## src/sysrst_pkg.sv

```systemverilog
// Purpose: constants shared by the system reset and supply monitor block
// Assumes: 40 MHz mclk
// Notes:   thresholds are analog facts; the logic sees comparator flags
package sysrst_pkg;
  localparam int          CLK_MHZ        = 40;
  localparam int          WAKE_TIME_NS   = 1000;
  localparam int          WAKE_CYCLES    = (WAKE_TIME_NS * CLK_MHZ + 999) / 1000;
  localparam int          CNT_W          = 16;
  localparam logic [15:0] WAKE_COUNT     = 16'(WAKE_CYCLES);
  localparam logic [31:0] SECURE_WORD    = 32'h8765_4321;
  localparam logic [31:0] SECURE_ADDR    = 32'h0000_01fc;
  localparam logic [31:0] RESET_VEC_ADDR = 32'h0000_0000;
  localparam int          EDGE_INTS      = 50;
  localparam int          LEVEL_INTS     = 4;
  localparam int          EXT_INTS       = EDGE_INTS + LEVEL_INTS;

  typedef enum logic [1:0] {
    MAP_BOOT = 2'h0,
    MAP_SRAM = 2'h1,
    MAP_EXT  = 2'h2
  } vecmap_t;

  typedef enum logic [2:0] {
    ST_HOLD    = 3'h0,
    ST_COUNT   = 3'h1,
    ST_FLASH   = 3'h2,
    ST_SECCHK  = 3'h3,
    ST_RUN     = 3'h4
  } rststate_t;
endpackage : sysrst_pkg

```

## src/sync2.sv

```systemverilog
// Purpose: two-flop synchroniser for a vector of asynchronous levels
// Assumes: inputs are quasi-static levels
// Notes:   first stage is read only by the second stage
`timescale 1ns/1ps
`default_nettype none
module sync2 #(
  parameter int W = 1
) (
  input  wire logic         mclk,
  input  wire logic         reset,
  input  wire logic [W-1:0] asyncIn,
  output logic      [W-1:0] syncOut
);
  logic [W-1:0] meta_q;
  logic [W-1:0] meta_d;
  logic [W-1:0] sync_q;
  logic [W-1:0] sync_d;

  always_comb begin
    meta_d = asyncIn;
    sync_d = meta_q;
  end

  always_ff @(posedge mclk) begin
    if (reset) begin
      meta_q <= '0;
      sync_q <= '0;
    end else begin
      meta_q <= meta_d;
      sync_q <= sync_d;
    end
  end

  assign syncOut = sync_q;
endmodule : sync2
`default_nettype wire

```

## src/system_reset_and_supply_monitor.sv

```systemverilog
// Purpose: system reset sequencing, supply droop handling, code security,
//          vector mapping and external interrupt wake-up
// Assumes: reset is a synchronous power-on style input; analog flags async
// Notes:   resetReqN asserts and releases combinationally; coreResetN release is clocked
// Contract
// chip reset asserts on pin, watchdog, power-on or droop request.
// any reset restarts wake timer; release waits pin, osc, count, flash.
// after release fetch begins at address zero showing boot vector.
// registers hold reset values by release; reset held until then.
// below first threshold a droop warning request goes to interrupt ctrl.
// warning gated by controller enable; level always readable as status.
// below second threshold chip reset asserts and flash alteration blocks.
// droop holds reset down to about 1 V, then power-on takes over.
// both droop thresholds have hysteresis, keeping the warning stable.
// valid checksum and security word at 0x1fc disable debug access.
// debug re-enabled only by full chip erase through in-system programming; the reset input also clears security here.
// mapping control selects vectors from boot ROM, SRAM or external memory.
// up to 50 edge and four level external interrupt inputs.
// configured external interrupt wakes processor from deep retained state.
// wake timer lets code run only once oscillator is judged stable.
// reset sources ORed, assert asynchronous, release synchronous to clock.
// warning status follows synchronised first stage, read only.
`timescale 1ns/1ps
`default_nettype none
module system_reset_and_supply_monitor
  import sysrst_pkg::*;
(
  input  wire logic                      mclk,
  input  wire logic                      reset,
  input  wire logic                      resetPinN,
  input  wire logic                      watchdogReq,
  input  wire logic                      powerOnReq,
  input  wire logic                      droopWarnRaw,
  input  wire logic                      droopResetRaw,
  input  wire logic                      oscStable,
  input  wire logic                      flashInitDone,
  input  wire logic                      checksumValid,
  input  wire logic [31:0]               secureWordData,
  input  wire logic                      chipEraseIsp,
  input  wire logic                      warnIntEnable,
  input  wire logic [1:0]                vecMapSel,
  input  wire logic [sysrst_pkg::EXT_INTS-1:0] extIntPins,
  input  wire logic [sysrst_pkg::EXT_INTS-1:0] extIntWakeEn,
  input  wire logic                      powerDown,
  output logic                           resetReqN,
  output logic                           coreResetN,
  output logic [31:0]                    fetchAddr,
  output logic [31:0]                    secureWordAddr,
  output logic                           droopWarnIrq,
  output logic                           droopWarnToCore,
  output logic                           droopWarnStatus,
  output logic                           flashWriteBlock,
  output logic                           debugEnable,
  output logic [1:0]                     vecMapActive,
  output logic [sysrst_pkg::EXT_INTS-1:0] extIntFlags,
  output logic                           wakeUp
);
  logic                resetPinSyncN;
  logic [6:0]          asyncSync;
  logic                anyReq;
  logic [EXT_INTS-1:0] pinSync;
  rststate_t           state_q, state_d;
  logic [CNT_W-1:0]    cnt_q, cnt_d;
  logic                coreRun_q, coreRun_d;
  logic                secure_q, secure_d;
  logic [1:0]          map_q, map_d;
  logic                warn_q, warn_d;
  logic [EXT_INTS-1:0] pinPrev_q, pinPrev_d;
  logic [EXT_INTS-1:0] flags_q, flags_d;
  logic                wake_q, wake_d;

  sync2 #(.W(7)) uSyncCtl (
    .mclk    (mclk),
    .reset   (reset),
    .asyncIn ({resetPinN, watchdogReq, droopWarnRaw, droopResetRaw,
               oscStable, flashInitDone, chipEraseIsp}),
    .syncOut (asyncSync)
  );

  sync2 #(.W(EXT_INTS)) uSyncPins (
    .mclk    (mclk),
    .reset   (reset),
    .asyncIn (extIntPins),
    .syncOut (pinSync)
  );

  assign resetPinSyncN = asyncSync[6];

  // the OR stays asynchronous so a dying supply resets without a clock
  assign anyReq    = ~resetPinN | watchdogReq | powerOnReq
                   | droopResetRaw;
  assign resetReqN = ~anyReq;

  always_comb begin
    state_d   = state_q;
    cnt_d     = cnt_q;
    coreRun_d = 1'b0;
    secure_d  = secure_q;
    map_d     = map_q;
    case (state_q)
      ST_HOLD: begin
        cnt_d = '0;
        if (resetPinSyncN && asyncSync[2])
          state_d = ST_COUNT;
      end
      ST_COUNT: begin
        cnt_d = cnt_q + 16'h0001;
        if (!asyncSync[2])
          state_d = ST_HOLD;
        else if (cnt_q >= WAKE_COUNT - 16'h0001)
          state_d = ST_FLASH;
      end
      ST_FLASH: if (asyncSync[1]) state_d = ST_SECCHK;
      ST_SECCHK: begin
        // security word sampled once per boot
        if (checksumValid && secureWordData == SECURE_WORD)
          secure_d = 1'b1;
        map_d   = MAP_BOOT;
        state_d = ST_RUN;
      end
      ST_RUN: begin
        coreRun_d = 1'b1;
        // hold boot vectors until the core has run one cycle
        map_d     = coreRun_q ? vecMapSel : map_q;
      end
      default: state_d = ST_HOLD;
    endcase
    if (asyncSync[0])
      secure_d = 1'b0;
    if (anyReq || !resetPinSyncN || asyncSync[3] || asyncSync[5]) begin
      state_d   = ST_HOLD;
      coreRun_d = 1'b0;
    end
  end

  always_ff @(posedge mclk or posedge anyReq) begin
    if (anyReq) begin
      state_q   <= ST_HOLD;
      cnt_q     <= '0;
      coreRun_q <= 1'b0;
      map_q     <= MAP_BOOT;
    end else if (reset) begin
      state_q   <= ST_HOLD;
      cnt_q     <= '0;
      coreRun_q <= 1'b0;
      map_q     <= MAP_BOOT;
    end else begin
      state_q   <= state_d;
      cnt_q     <= cnt_d;
      coreRun_q <= coreRun_d;
      map_q     <= map_d;
    end
  end

  // security survives pin, watchdog, power-on and droop resets; only erase or the reset input clears it
  always_ff @(posedge mclk) begin
    if (reset) secure_q <= 1'b0;
    else       secure_q <= secure_d;
  end

  // edge detection on the 50 edge pins, level on the rest, wake only where enabled
  always_comb begin
    pinPrev_d = pinSync;
    warn_d    = asyncSync[4];
    wake_d    = 1'b0;
    flags_d   = flags_q;
    for (int i = 0; i < EXT_INTS; i++) begin
      if (i < EDGE_INTS)
        flags_d[i] = flags_q[i] | (pinSync[i] & ~pinPrev_q[i]);
      else
        flags_d[i] = pinSync[i];
      if (powerDown && extIntWakeEn[i] && flags_d[i])
        wake_d = 1'b1;
    end
    if (!coreRun_q)
      flags_d = '0;
  end

  always_ff @(posedge mclk) begin
    if (reset) begin
      pinPrev_q <= '0;
      warn_q    <= 1'b0;
      flags_q   <= '0;
      wake_q    <= 1'b0;
    end else begin
      pinPrev_q <= pinPrev_d;
      warn_q    <= warn_d;
      flags_q   <= flags_d;
      wake_q    <= wake_d;
    end
  end

  // hysteresis lives in the analog comparator; the sync keeps it clean R9
  assign coreResetN      = coreRun_q;
  assign fetchAddr       = RESET_VEC_ADDR;
  assign secureWordAddr  = SECURE_ADDR;
  assign droopWarnStatus = warn_q;
  assign droopWarnIrq    = warn_q;
  assign droopWarnToCore = warn_q & warnIntEnable;
  assign flashWriteBlock = ~coreRun_q | asyncSync[3];
  assign debugEnable     = ~secure_q & coreRun_q;
  assign vecMapActive    = map_q;
  assign extIntFlags     = flags_q;
  assign wakeUp          = wake_q;

  AST_WARN_GATE: assert property (@(posedge mclk) disable iff (reset)
    droopWarnToCore |-> droopWarnStatus && warnIntEnable)
    else $error("warning reached core while disabled");
  AST_WARN_FOLLOW: assert property (@(posedge mclk) disable iff (reset)
    $rose(asyncSync[4]) |=> droopWarnStatus)
    else $error("warning status lags monitor");
  AST_RESET_HOLD: assert property (@(posedge mclk) disable iff (reset)
    !asyncSync[1] |-> ##1 !coreResetN)
    else $error("core released before flash init");
  AST_RELEASE_SEQ: assert property (@(posedge mclk) disable iff (reset)
    $rose(coreResetN) |-> $past(state_q, 2) == ST_SECCHK)
    else $error("release skipped sequence");
  AST_BOOT_MAP: assert property (@(posedge mclk) disable iff (reset)
    $rose(coreResetN) |-> vecMapActive == MAP_BOOT)
    else $error("boot vectors not mapped at release");
  AST_SECURE: assert property (@(posedge mclk) disable iff (reset)
    secure_q && !asyncSync[0] |=> !debugEnable)
    else $error("debug open while secured");
  AST_DROOP_BLOCK: assert property (@(posedge mclk) disable iff (reset)
    asyncSync[3] |-> flashWriteBlock)
    else $error("flash writable during droop reset");
  AST_ANY_RESET: assert property (@(posedge mclk) disable iff (reset)
    anyReq |-> !resetReqN)
    else $error("reset request not raised");
  AST_WAKE: assert property (@(posedge mclk) disable iff (reset)
    wakeUp |-> $past(powerDown))
    else $error("wake outside power-down");

  COV_RELEASE: cover property (@(posedge mclk) $rose(coreResetN));
  COV_WARN:    cover property (@(posedge mclk) $rose(droopWarnToCore));
  COV_SECURE:  cover property (@(posedge mclk) $rose(secure_q));
  COV_WAKE:    cover property (@(posedge mclk) wakeUp);
endmodule : system_reset_and_supply_monitor
`default_nettype wire

```

## config.mk

```make
export PLATFORM = sky130hd
export DESIGN_NAME = system_reset_and_supply_monitor
export DESIGN_NICKNAME = d
export VERILOG_FILES = /design/src/sysrst_pkg.sv /design/src/sync2.sv /design/src/system_reset_and_supply_monitor.sv
export SDC_FILE = /design/constraint.sdc
export NUM_CORES = 1
export LEC_CHECK = 0
export BUFFER_PORTS_ARGS = -buffer_cell sky130_fd_sc_hd__clkbuf_2
export CORE_MARGIN = 4
export CORE_UTILIZATION = 35
export DETAILED_ROUTE_END_ITERATION = 6
export PLACE_DENSITY = 0.61
export SYNTH_ARGS = -nofsm -noshare
export SYNTH_HDL_FRONTEND = slang
export SYNTH_SLANG_ARGS = --single-unit
export TNS_END_PERCENT = 20
```

## constraint.sdc

```tcl
create_clock -name mclk -period 16.39 [get_ports mclk]
set_clock_uncertainty 0.15 [all_clocks]
set_input_delay 4.917 -clock mclk [delete_from_list [all_inputs] [get_ports mclk]]
set_output_delay 4.917 -clock mclk [all_outputs]
set_load 0.05 [all_outputs]
```

Yosys cells after proc, flatten, opt, wreduce, memory -nomap -nowiden. Cells that the tools add are included.

Logic and storage cells: 376. Register bits after elaboration: 251. Output and inout bits: 128.

Add/sub/neg operators: 1. Order comparisons: 1. Equality and inequality tests: 10. Muxes and demuxes: 69. Bitwise operators: 160. Reductions and logical operators: 122.

Operator list (count): 1-bit logical AND (110); 1-bit 2-to-1 mux (57); 1-bit NOT (54); 1-bit OR (54); 1-bit bitwise AND (52); 32-bit == test (second input constant) (1); 16-bit case mux with 2 select lines (1); 3-bit 2-to-1 mux (6); 16-bit by 1-bit adder with 16-bit output (second input constant) (1); 16-bit by 6-bit greater-or-equal comparator with 1-bit output (second input constant) (1); 16-bit 2-to-1 mux (1); 3-bit case mux with 5 select lines (1); 3-bit by 2-bit == test with 1-bit output (second input constant) (2); 3-bit inequality test (second input constant) (2); 3-bit nonzero test (2); 5-bit inequality test (second input constant) (1); 2-bit 2-to-1 mux (2); 4-bit by 3-bit inequality test with 1-bit output (second input constant) (1); 4-bit inequality test (second input constant) (1); 2-bit case mux with 2 select lines (1); 2-bit AND reduction (2); 4-bit AND reduction (1); 2-bit OR reduction (2); 3-bit by 1-bit == test with 1-bit output (second input constant) (1); 4 further kinds (6).

Depth between registers and ports, before layout. Gate-level depths: netlist (run 1).

Depth in word-level cells: 58. Gate-level depth with buffers: 8. Gate-level depth less buffers: 7.

Modules after synthesis. A second synthesis (run 1) with hierarchy kept.

Cell total of the unflattened synthesis: 831. Area, all modules: 8951.1 sq um.

Modules (own cells, without submodules): system_reset_and_supply_monitor (area each 5595.4 sq um, instances 1, seq. area each 2692.6 sq um, cells an instance 574); sync2 (uSyncPins) (area each 2947.8 sq um, instances 1, seq. area each 2162.1 sq um, cells an instance 228); sync2 (uSyncCtl) (area each 407.9 sq um, instances 1, seq. area each 280.3 sq um, cells an instance 29).

Worst setup path before layout (run 1). OpenSTA, ideal clock, no wires.

Path kind: input to output. Start point: in droopResetRaw. End point: out resetReqN. Cell stages on the path: 1. Required time: 11.323 ns. Path slack: 2.282 ns. Arrival time: 9.041 ns. Cell sequence: nor4b_1.

Longest elaborated chain between the ends: 2.

Ends and longest elaborated chain: start: declaration (line system_reset_and_supply_monitor.sv:34) `input wire logic droopResetRaw,`; 1-bit OR (line system_reset_and_supply_monitor.sv:91) `| droopResetRaw;`; 1-bit NOT (line system_reset_and_supply_monitor.sv:92) `assign resetReqN = ~anyReq;`; end: declaration (line system_reset_and_supply_monitor.sv:45) `output logic resetReqN,`.

Every way passes these cells.

Final worst setup path (run 1).
Start point: in watchdogReq. End point: out resetReqN.

Longest elaborated chain between the ends: 4.

Ends and longest elaborated chain: start: declaration (line system_reset_and_supply_monitor.sv:31) `input wire logic watchdogReq,`; 1-bit OR (2 in a row) (line system_reset_and_supply_monitor.sv:90) `assign anyReq = ~resetPinN | watchdogReq | powerOnReq`; 1-bit OR (line system_reset_and_supply_monitor.sv:91); 1-bit NOT (line system_reset_and_supply_monitor.sv:92).

Every way passes these cells.

==> results list, run 1 <==
* Kind of path behind the tightest hold check: flop to flop
- Number of instances in the synthesized netlist: 851
- Of the available clock period, the critical path in the final layout requires about two thirds.
- Hold wc startpoint: uSyncCtl.syncOut[0]
- Measured in cells, the most critical reg-to-reg path has a length of 6.
- The number of hold buffers added after CTS was 0.
- Hold Path Sink: secure_q
- Leak Pwr: around 4.8 nW
- Initial detailed-routing violation count: between 300 and 400
- Setup repair after global routing left no endpoint under its margin.
* Met1 wire length: 8.69 mm
* Number of placement rows: 57
* Synth Warn #: 0
- Number of global-route vias before repair: between 5,000 and 6,000
* Final Util: 44.2%
* CP most frequent cell: sky130_fd_sc_hd__clkbuf_2
- Floorplan die area: about 28,000 um2
- In this run, synthesis inferred 0 flip-flops with an integrated enable.
- CP cell instances: clkbuf_2 > nor4b_2 > clkbuf_2
- Counting instances, the worst hold path has a depth of 1.
- Final hold violation count: 0
- Input and output buffers added on the ports amount to around 220.
- Leaving out fill and tap cells, the most frequent cell in the layout is sky130_fd_sc_hd__dfxtp_1.
- After detailed routing, the met2 layer carries about 8.7 mm of wire.
- Timing analysis after detailed placement gives a worst setup slack of 5.66 ns.
- The cell area that synthesis handed to floorplanning was between 8000 and 9000 um2.
- Highest metal used: met4
- Seq. cell area: 5130 um2
* Slew at the pin closest to its max-slew limit: between 1 and 1.5 ns
- Summed over all nets, wire length on met3 after detailed routing comes to 1.26 mm.
* Worst Setup End Kind: output pin
* Most used cells in the layout excluding fill and tap cells: sky130_fd_sc_hd__dfxtp_1, sky130_fd_sc_hd__clkbuf_2, sky130_fd_sc_hd__nor2b_1, sky130_fd_sc_hd__conb_1, sky130_fd_sc_hd__o21ai_0
- Worst R2R Setup Slack: between 10 and 15 ns
- Setup slack closes at between 5 and 6 ns.
* Core area: about 25,000 um2
* H-tree levels: 1
* Total Routing Usage GR: a little over an eighth
* Post-cts resize count: 0
* Post-layout minimum cycle time: about 11 ns
- Worst hold margin: between 0.2 and 0.25 ns
* Share of post-route cells with drive strength above 1: 28.1%
* Post-synthesis register bit count: roughly 250
- Clock sink count: between 200 and 300
- Final RePlAce weighted congestion: around 0.8
- In this run the critical register-to-register path is launched from uSyncPins.syncOut[29].
* Data required time at the worst endpoint: approximately 11 ns
- The worst pin sits at a relative slew slack of about 24%.
- Multi-input combinational cell area: roughly 3100 um2
- The clock passes through at most 3 buffers.
- The number of max-slew violations in the final report came to 0.
- Setup TNS: 0 ns
- At the later pin of the worst-skew pair, clock insertion delay measures about 0.51 ns.
- Among all flip-flop cells after synthesis, the most frequent one is sky130_fd_sc_hd__dfxtp_1.
* Max-cap violations: 0
- The first global-routing pass estimated between 20 and 30 mm of wire.
* Critical Path AT: between 5 and 6 ns
* Total CTS buffers: 27
- The initial utilization of the core area, before any placement, comes to ~36%.
- The floorplan step set the die height to around 170 um.
- During I/O placement, the number of pins put on the boundary was ~280.
- The total overflow left after global routing is 0.
- Counting the fill cells in the layout gives between 2,000 and 2,500.
- Across all layers, the routed design uses between 6,000 and 7,000 vias.
- IR analysis of the VDD net gives a maximum drop of roughly 0.064 mV.
- Final number of setup-violating endpoints: 0
- Critical R2R Capture: wakeUp
- HPWL reported at the end of detailed placement: approximately 14 mm
* Remaining number of nets flagged by the antenna check after routing: 0
- Counting flops with an async set or reset pin after synthesis yields a share of slightly below 9%.
- Power spread over the standard cell area amounts to around 120 nW/um2.
- Sequential cell area fraction in the yosys report: a little under 60%
- Of all nets on the critical path, the largest fanout is 2.
- In the routed layout, each cell is associated on average with a via count of 4.30.
- Buffers added to address setup during post-CTS repair amount to 0.
* Fin nets: ~1,200
- After detailed routing, the number of remaining DRC violations is 0.
* Clock tree from TritonCTS: built
- Detailed Route WL: around 19 mm
- The first TritonRoute pass finished after 4 iterations.
- Post-DR wirelength/cell: between 10 and 15 um
- Clock-pin slew on the worst setup and hold paths: 0.06 ns
* Unique masters post-synth: 47
- The initial antenna violation count came to 2.
- Avg Synthesized Cell Area: 10.3 um2
* Die Wd: around 170 um
- The flow ran to the end, and the final reports show no timing, DRC or antenna violations.
- The largest individual stage delay along the critical path comes from the cell sky130_fd_sc_hd__clkbuf_2.
- Clock tree synthesis selected as its root buffer the cell sky130_fd_sc_hd__clkbuf_16.
- Entering global routing, the biggest net connects 100 pins.
- STA classifies the critical path startpoint as a primary input.
- Derived from the worst setup path, the maximum achievable clock frequency is 93.3 MHz.
- Setup crit start: watchdogReq
- Type of the setup path with the least slack: primary input to output pin
- From synthesis to final layout, the design area changed by 23.5%.
* Highest cell delay on the worst timing path: 0.33 ns
[power by group]
group,internal [mW],switching [mW]
registers,0.628,0.00461
clock network,0.368,0.240
logic,0.0284,0.0570
[sequential cells by signal (all words and copies together) (netlist names)]
signal	flops
coreResetN	1
state_q	3
uSyncPins.meta_q	54
cnt_q	16
pinPrev_q	50
vecMapActive	2
secure_q	1
droopWarnIrq	1
extIntFlags	54
uSyncCtl.meta_q	7
uSyncPins.syncOut	54
uSyncCtl.syncOut	7
wakeUp	1
[worst max-delay path, delay by kind of cell]
family,cells,cell delay [ns]
and+or+nand+nor,1,0.31
buffers and inverters,2,0.43
[per-stage QoR]
stage          cell area, um2  power (mW)  cells
3_3_place_gp             9920       0.731   1360
4_1_cts                 10800        1.35   1409
5_1_grt                 10800        1.38   1411
6_report                10800        1.33   1411
3_5_place_dp             9920       0.732   1360
2_1_floorplan            9010       0.717    913
[metal layers]
layer  global-route usage [%]  up-vias
li1                         -     3089
met1                     17.4     2744
met2                     21.5      202
met3                     3.02       37
met4                     4.41        0
met5                        0        -
[cells by family (layout without fill, tap and decap cells)]
| logic type | count (synthesis) | in the layout | share of synthesized area (%) |
|---|---|---|---|
| other cells | 2 | 66 | 0.0855 |
| simple gates | 313 | 313 | 21.1 |
| buf+inv | 135 | 307 | 8.70 |
| fa+ha+maj | 1 | 1 | 0.142 |
| flops | 251 | 251 | 58.5 |
| compound gates | 149 | 149 | 11.5 |
[cells in the mapped netlist, types with 4 or more instances]
library cell	instances	area [um2]
sky130_fd_sc_hd__a21oi_1	24	120
sky130_fd_sc_hd__and2_1	4	25.0
sky130_fd_sc_hd__buf_2	4	20.0
sky130_fd_sc_hd__buf_4	65	488
sky130_fd_sc_hd__clkbuf_1	26	97.6
sky130_fd_sc_hd__dfrtp_1	22	551
sky130_fd_sc_hd__dfxtp_1	229	4580
sky130_fd_sc_hd__inv_1	37	139
sky130_fd_sc_hd__nand2_1	20	75.1
sky130_fd_sc_hd__nand3_1	5	25.0
sky130_fd_sc_hd__nand4_1	7	43.8
sky130_fd_sc_hd__nor2_1	36	135
sky130_fd_sc_hd__nor2b_1	208	1300
sky130_fd_sc_hd__nor3_1	5	25.0
sky130_fd_sc_hd__nor4_1	6	37.5
sky130_fd_sc_hd__nor4b_1	6	52.6
sky130_fd_sc_hd__o2111ai_1	11	96.3
sky130_fd_sc_hd__o21ai_0	59	295
sky130_fd_sc_hd__o21ba_2	34	340
[worst max-delay path by stage]
stage	to	slack [ns]
2_1_floorplan	resetReqN	2.28
3_3_place_gp	resetReqN	5.64
3_5_place_dp	resetReqN	5.66
4_1_cts	resetReqN	5.65
5_1_grt	resetReqN	5.61
6_report	resetReqN	5.67
[area by class of cell]
class / count / area share, %
flip-flops and latches: 251 / 47.3
clock buffers: 37 / 7.23
clock inverters: 12 / 1.22
diodes: 2 / 0.0461
repair buffers: 221 / 10.3
multi-input cells: 527 / 28.8
inverters: 37 / 1.28
well taps: 324 / 3.74
(Power assumes the default switching activity.)
==> run 2: changes to the inputs <==
--- a/config.mk
+++ b/config.mk
@@ -9,7 +9,7 @@
 export CORE_MARGIN = 4
 export CORE_UTILIZATION = 35
 export DETAILED_ROUTE_END_ITERATION = 6
-export PLACE_DENSITY = 0.61
+export PLACE_DENSITY = 0.63
 export SYNTH_ARGS = -nofsm -noshare
 export SYNTH_HDL_FRONTEND = slang
 export SYNTH_SLANG_ARGS = --single-unit
==> constraint.sdc (replaced) <==
create_clock -name mclk -period 9.5 [get_ports mclk]
set_clock_uncertainty 0.15 [all_clocks]
set_input_delay 2.85 -clock mclk [delete_from_list [all_inputs] [get_ports mclk]]
set_output_delay 2.85 -clock mclk [all_outputs]
set_load 0.05 [all_outputs]
==> results list, run 2 (synthesis gave the netlist of run 1 again) <==
* Overall power: 2.36 mW (was 1.33 mW)
- Type of the setup path with the least slack: primary input to output pin (unchanged)
- The post-detailed-route via-to-cell ratio was 4.30 (about the same).
* DRC violation count after routing: 0 (unchanged)
- Pin count of the biggest net entering global routing: 93 (was 100)
- Outcome: finished, final reports clean (unchanged).
* Number of global-route vias before repair: 5,684 (was 5,641)
- Worst setup SP type: primary input (unchanged)
- The violation count after the first detailed-routing iteration is 309 (was 370).
* Most used cells in the layout excluding fill and tap cells: sky130_fd_sc_hd__dfxtp_1, sky130_fd_sc_hd__clkbuf_2, sky130_fd_sc_hd__nor2b_1, sky130_fd_sc_hd__conb_1, sky130_fd_sc_hd__o21ai_0 (unchanged)
* Clock sink count: 251 (unchanged)
- Detailed Routing Iterations Pass 1: 6 (was 4)
* Count of non-filler cells in the finished layout: 1,414 (was 1,411)
* Count of pins over their slew limit: 0 (unchanged)
* Worst hold margin: 0.239 ns (was 0.240 ns)
- The remaining antenna violation count was 0 (unchanged).
- Highest Clock Rate: approximately 140 MHz
* H-tree levels: 1 (unchanged)
* Number of buffers inserted by port buffering: 218 (unchanged)
- The final total negative setup slack came to 0 ns (unchanged).
- Post-CTS Hold Buffers: 0 (unchanged)
- Clock tree from TritonCTS: built (unchanged)
- Cell at the root of the clock tree: sky130_fd_sc_hd__clkbuf_16 (unchanged)
- Total number of vias: 6,081 (was 6,072)
- Number of antenna violations at the first check in global routing: 2 (unchanged)
* Global-route wire length before repair: 29.8 mm (was 30.0 mm)
- The detailed-route wire length per cell came to 13.6 um (about the same).
- The initial cell density of the core came to 35.8% (unchanged).
- The number of clock buffers inserted by TritonCTS was 28 (was 27).
- Slew at the pin closest to its max-slew limit: 0.996 ns (was 1.13 ns)
- The smallest setup slack after layout is 2.59 ns (was 5.67 ns).
- The weighted congestion reported at the end of routability-driven placement is 0.833 (was 0.806).
- Unrepaired setup endpoints after global routing: no (unchanged).
- The floorplan die width is 166 um (unchanged).
- The leakage power of the design was 4.87 nW (was 4.81 nW).
* Detailed Route WL: 19.2 mm (about the same)
* Critical Path AT: 3.91 ns (was 5.66 ns)
- Number of placed instances with taps included: 1,361 (was 1,360)
* Gr ovfl total: 0 (unchanged)
- Max Root-Sink Buffers: 3 (unchanged)
- The endpoint class of the critical path is an output pin (unchanged).
- The worst-case headroom to the max-slew limit is 33.4% (was 24.4%).
- The post-route core utilization was 44.7% (was 44.2%).
- The clock input transition at the sequential cells of the worst setup and hold paths came to 0.06 ns (about the same).
- Number of placement rows: 57 (unchanged)
- Number of I/O pins: 283 (unchanged)
* Fin nets: 1,223 (was 1,221)
- Cell Area, Placed: 9940 um2 (was 9920 um2)
* Total Routing Usage GR: 13.2% (about the same)
* Worst IR drop on VDD: 0.115 mV (was 0.0638 mV)
- Die outline height: 166 um (unchanged)
* Final clock period utilization by the worst path: roughly 73%
* Core area: 24,500 um2 (unchanged)
* Post-cts resize count: 0 (unchanged)
* Clock network latency to the later pin of the worst-skew pair: 0.54 ns (was 0.51 ns)
* Post-layout minimum cycle time: ~7 ns
- Max-cap violations: 0 (unchanged)
* Cell Pwr Density: 215 nW/um2 (was 122 nW/um2)
- Floorplan die area: 27,700 um2 (unchanged)
* Final hold violation count: 0 (unchanged)
- Final number of setup-violating endpoints: 0 (unchanged)
- The design area is 11,000 um2 (was 10,800 um2).
* Share of post-route cells with drive strength above 1: 28.7% (was 28.1%)
* Critical path peak fanout: 24 (was 2)
- Area overhead of the layout relative to synthesis: 24.8% (was 23.5%)
- The critical path data required time was 6.50 ns (was 11.32 ns).
- The worst setup timing slack at the placement stage came to 2.56 ns (was 5.66 ns).
* Number of buffers inserted to repair setup after CTS: 0 (unchanged)
* Most frequent standard cell in the layout excluding fill and tap cells: sky130_fd_sc_hd__dfxtp_1 (unchanged)
* Kind of path behind the tightest hold check: flop to flop (unchanged)
- HPWL reported at the end of detailed placement: 13.9 mm (was 14.0 mm)
## run 2: final cells by class
cell class	count	area (um2)
inverter	37	139
tap	324	405
sequential	251	5130
fill	2405	13600
clock buffer	40	867
multi-input combinational	527	3130
timing repair buffer	222	1130
antenna	1	2.50
clock inverter	12	153
## run 2: worst paths after layout
check	endpoint	from	slack, ns	depth (start not counted)
min	secure_q	uSyncCtl.syncOut[0]	0.24	1
min in group asynchronous	vecMapActive[1]	resetPinN	2.37	3
min reg2reg	secure_q	uSyncCtl.syncOut[0]	0.24	1
max reg2reg	cnt_q[10]	state_q[2]	7.28	4
max	resetReqN	watchdogReq	2.59	4
max in group asynchronous	cnt_q[10]	watchdogReq	6.46	3
## run 2: power by group
group / switching (mW) / total (mW) / internal [mW]
clock network: 0.429 / 1.12 / 0.693
registers: 0.00794 / 1.09 / 1.08
logic: 0.0987 / 0.148 / 0.0492
total: 0.535 / 2.36 / 1.83
## run 2: worst max-delay path, stage by stage
cell,delay (ns)
sky130_fd_sc_hd__clkbuf_2,0.10
sky130_fd_sc_hd__nor4b_4,0.26
sky130_fd_sc_hd__buf_4,0.35
sky130_fd_sc_hd__clkbuf_2,0.34
## run 2: layer usage
layer	GRT usage (%)	up-vias	wire, um	share of wire (%)
li1	-	3083	-	-
met1	17.8	2775	8670	45
met2	21.1	188	8800	46
met3	3.07	33	1310	6.8
met4	3.84	2	443	2.3
met5	0	-	13	0.068
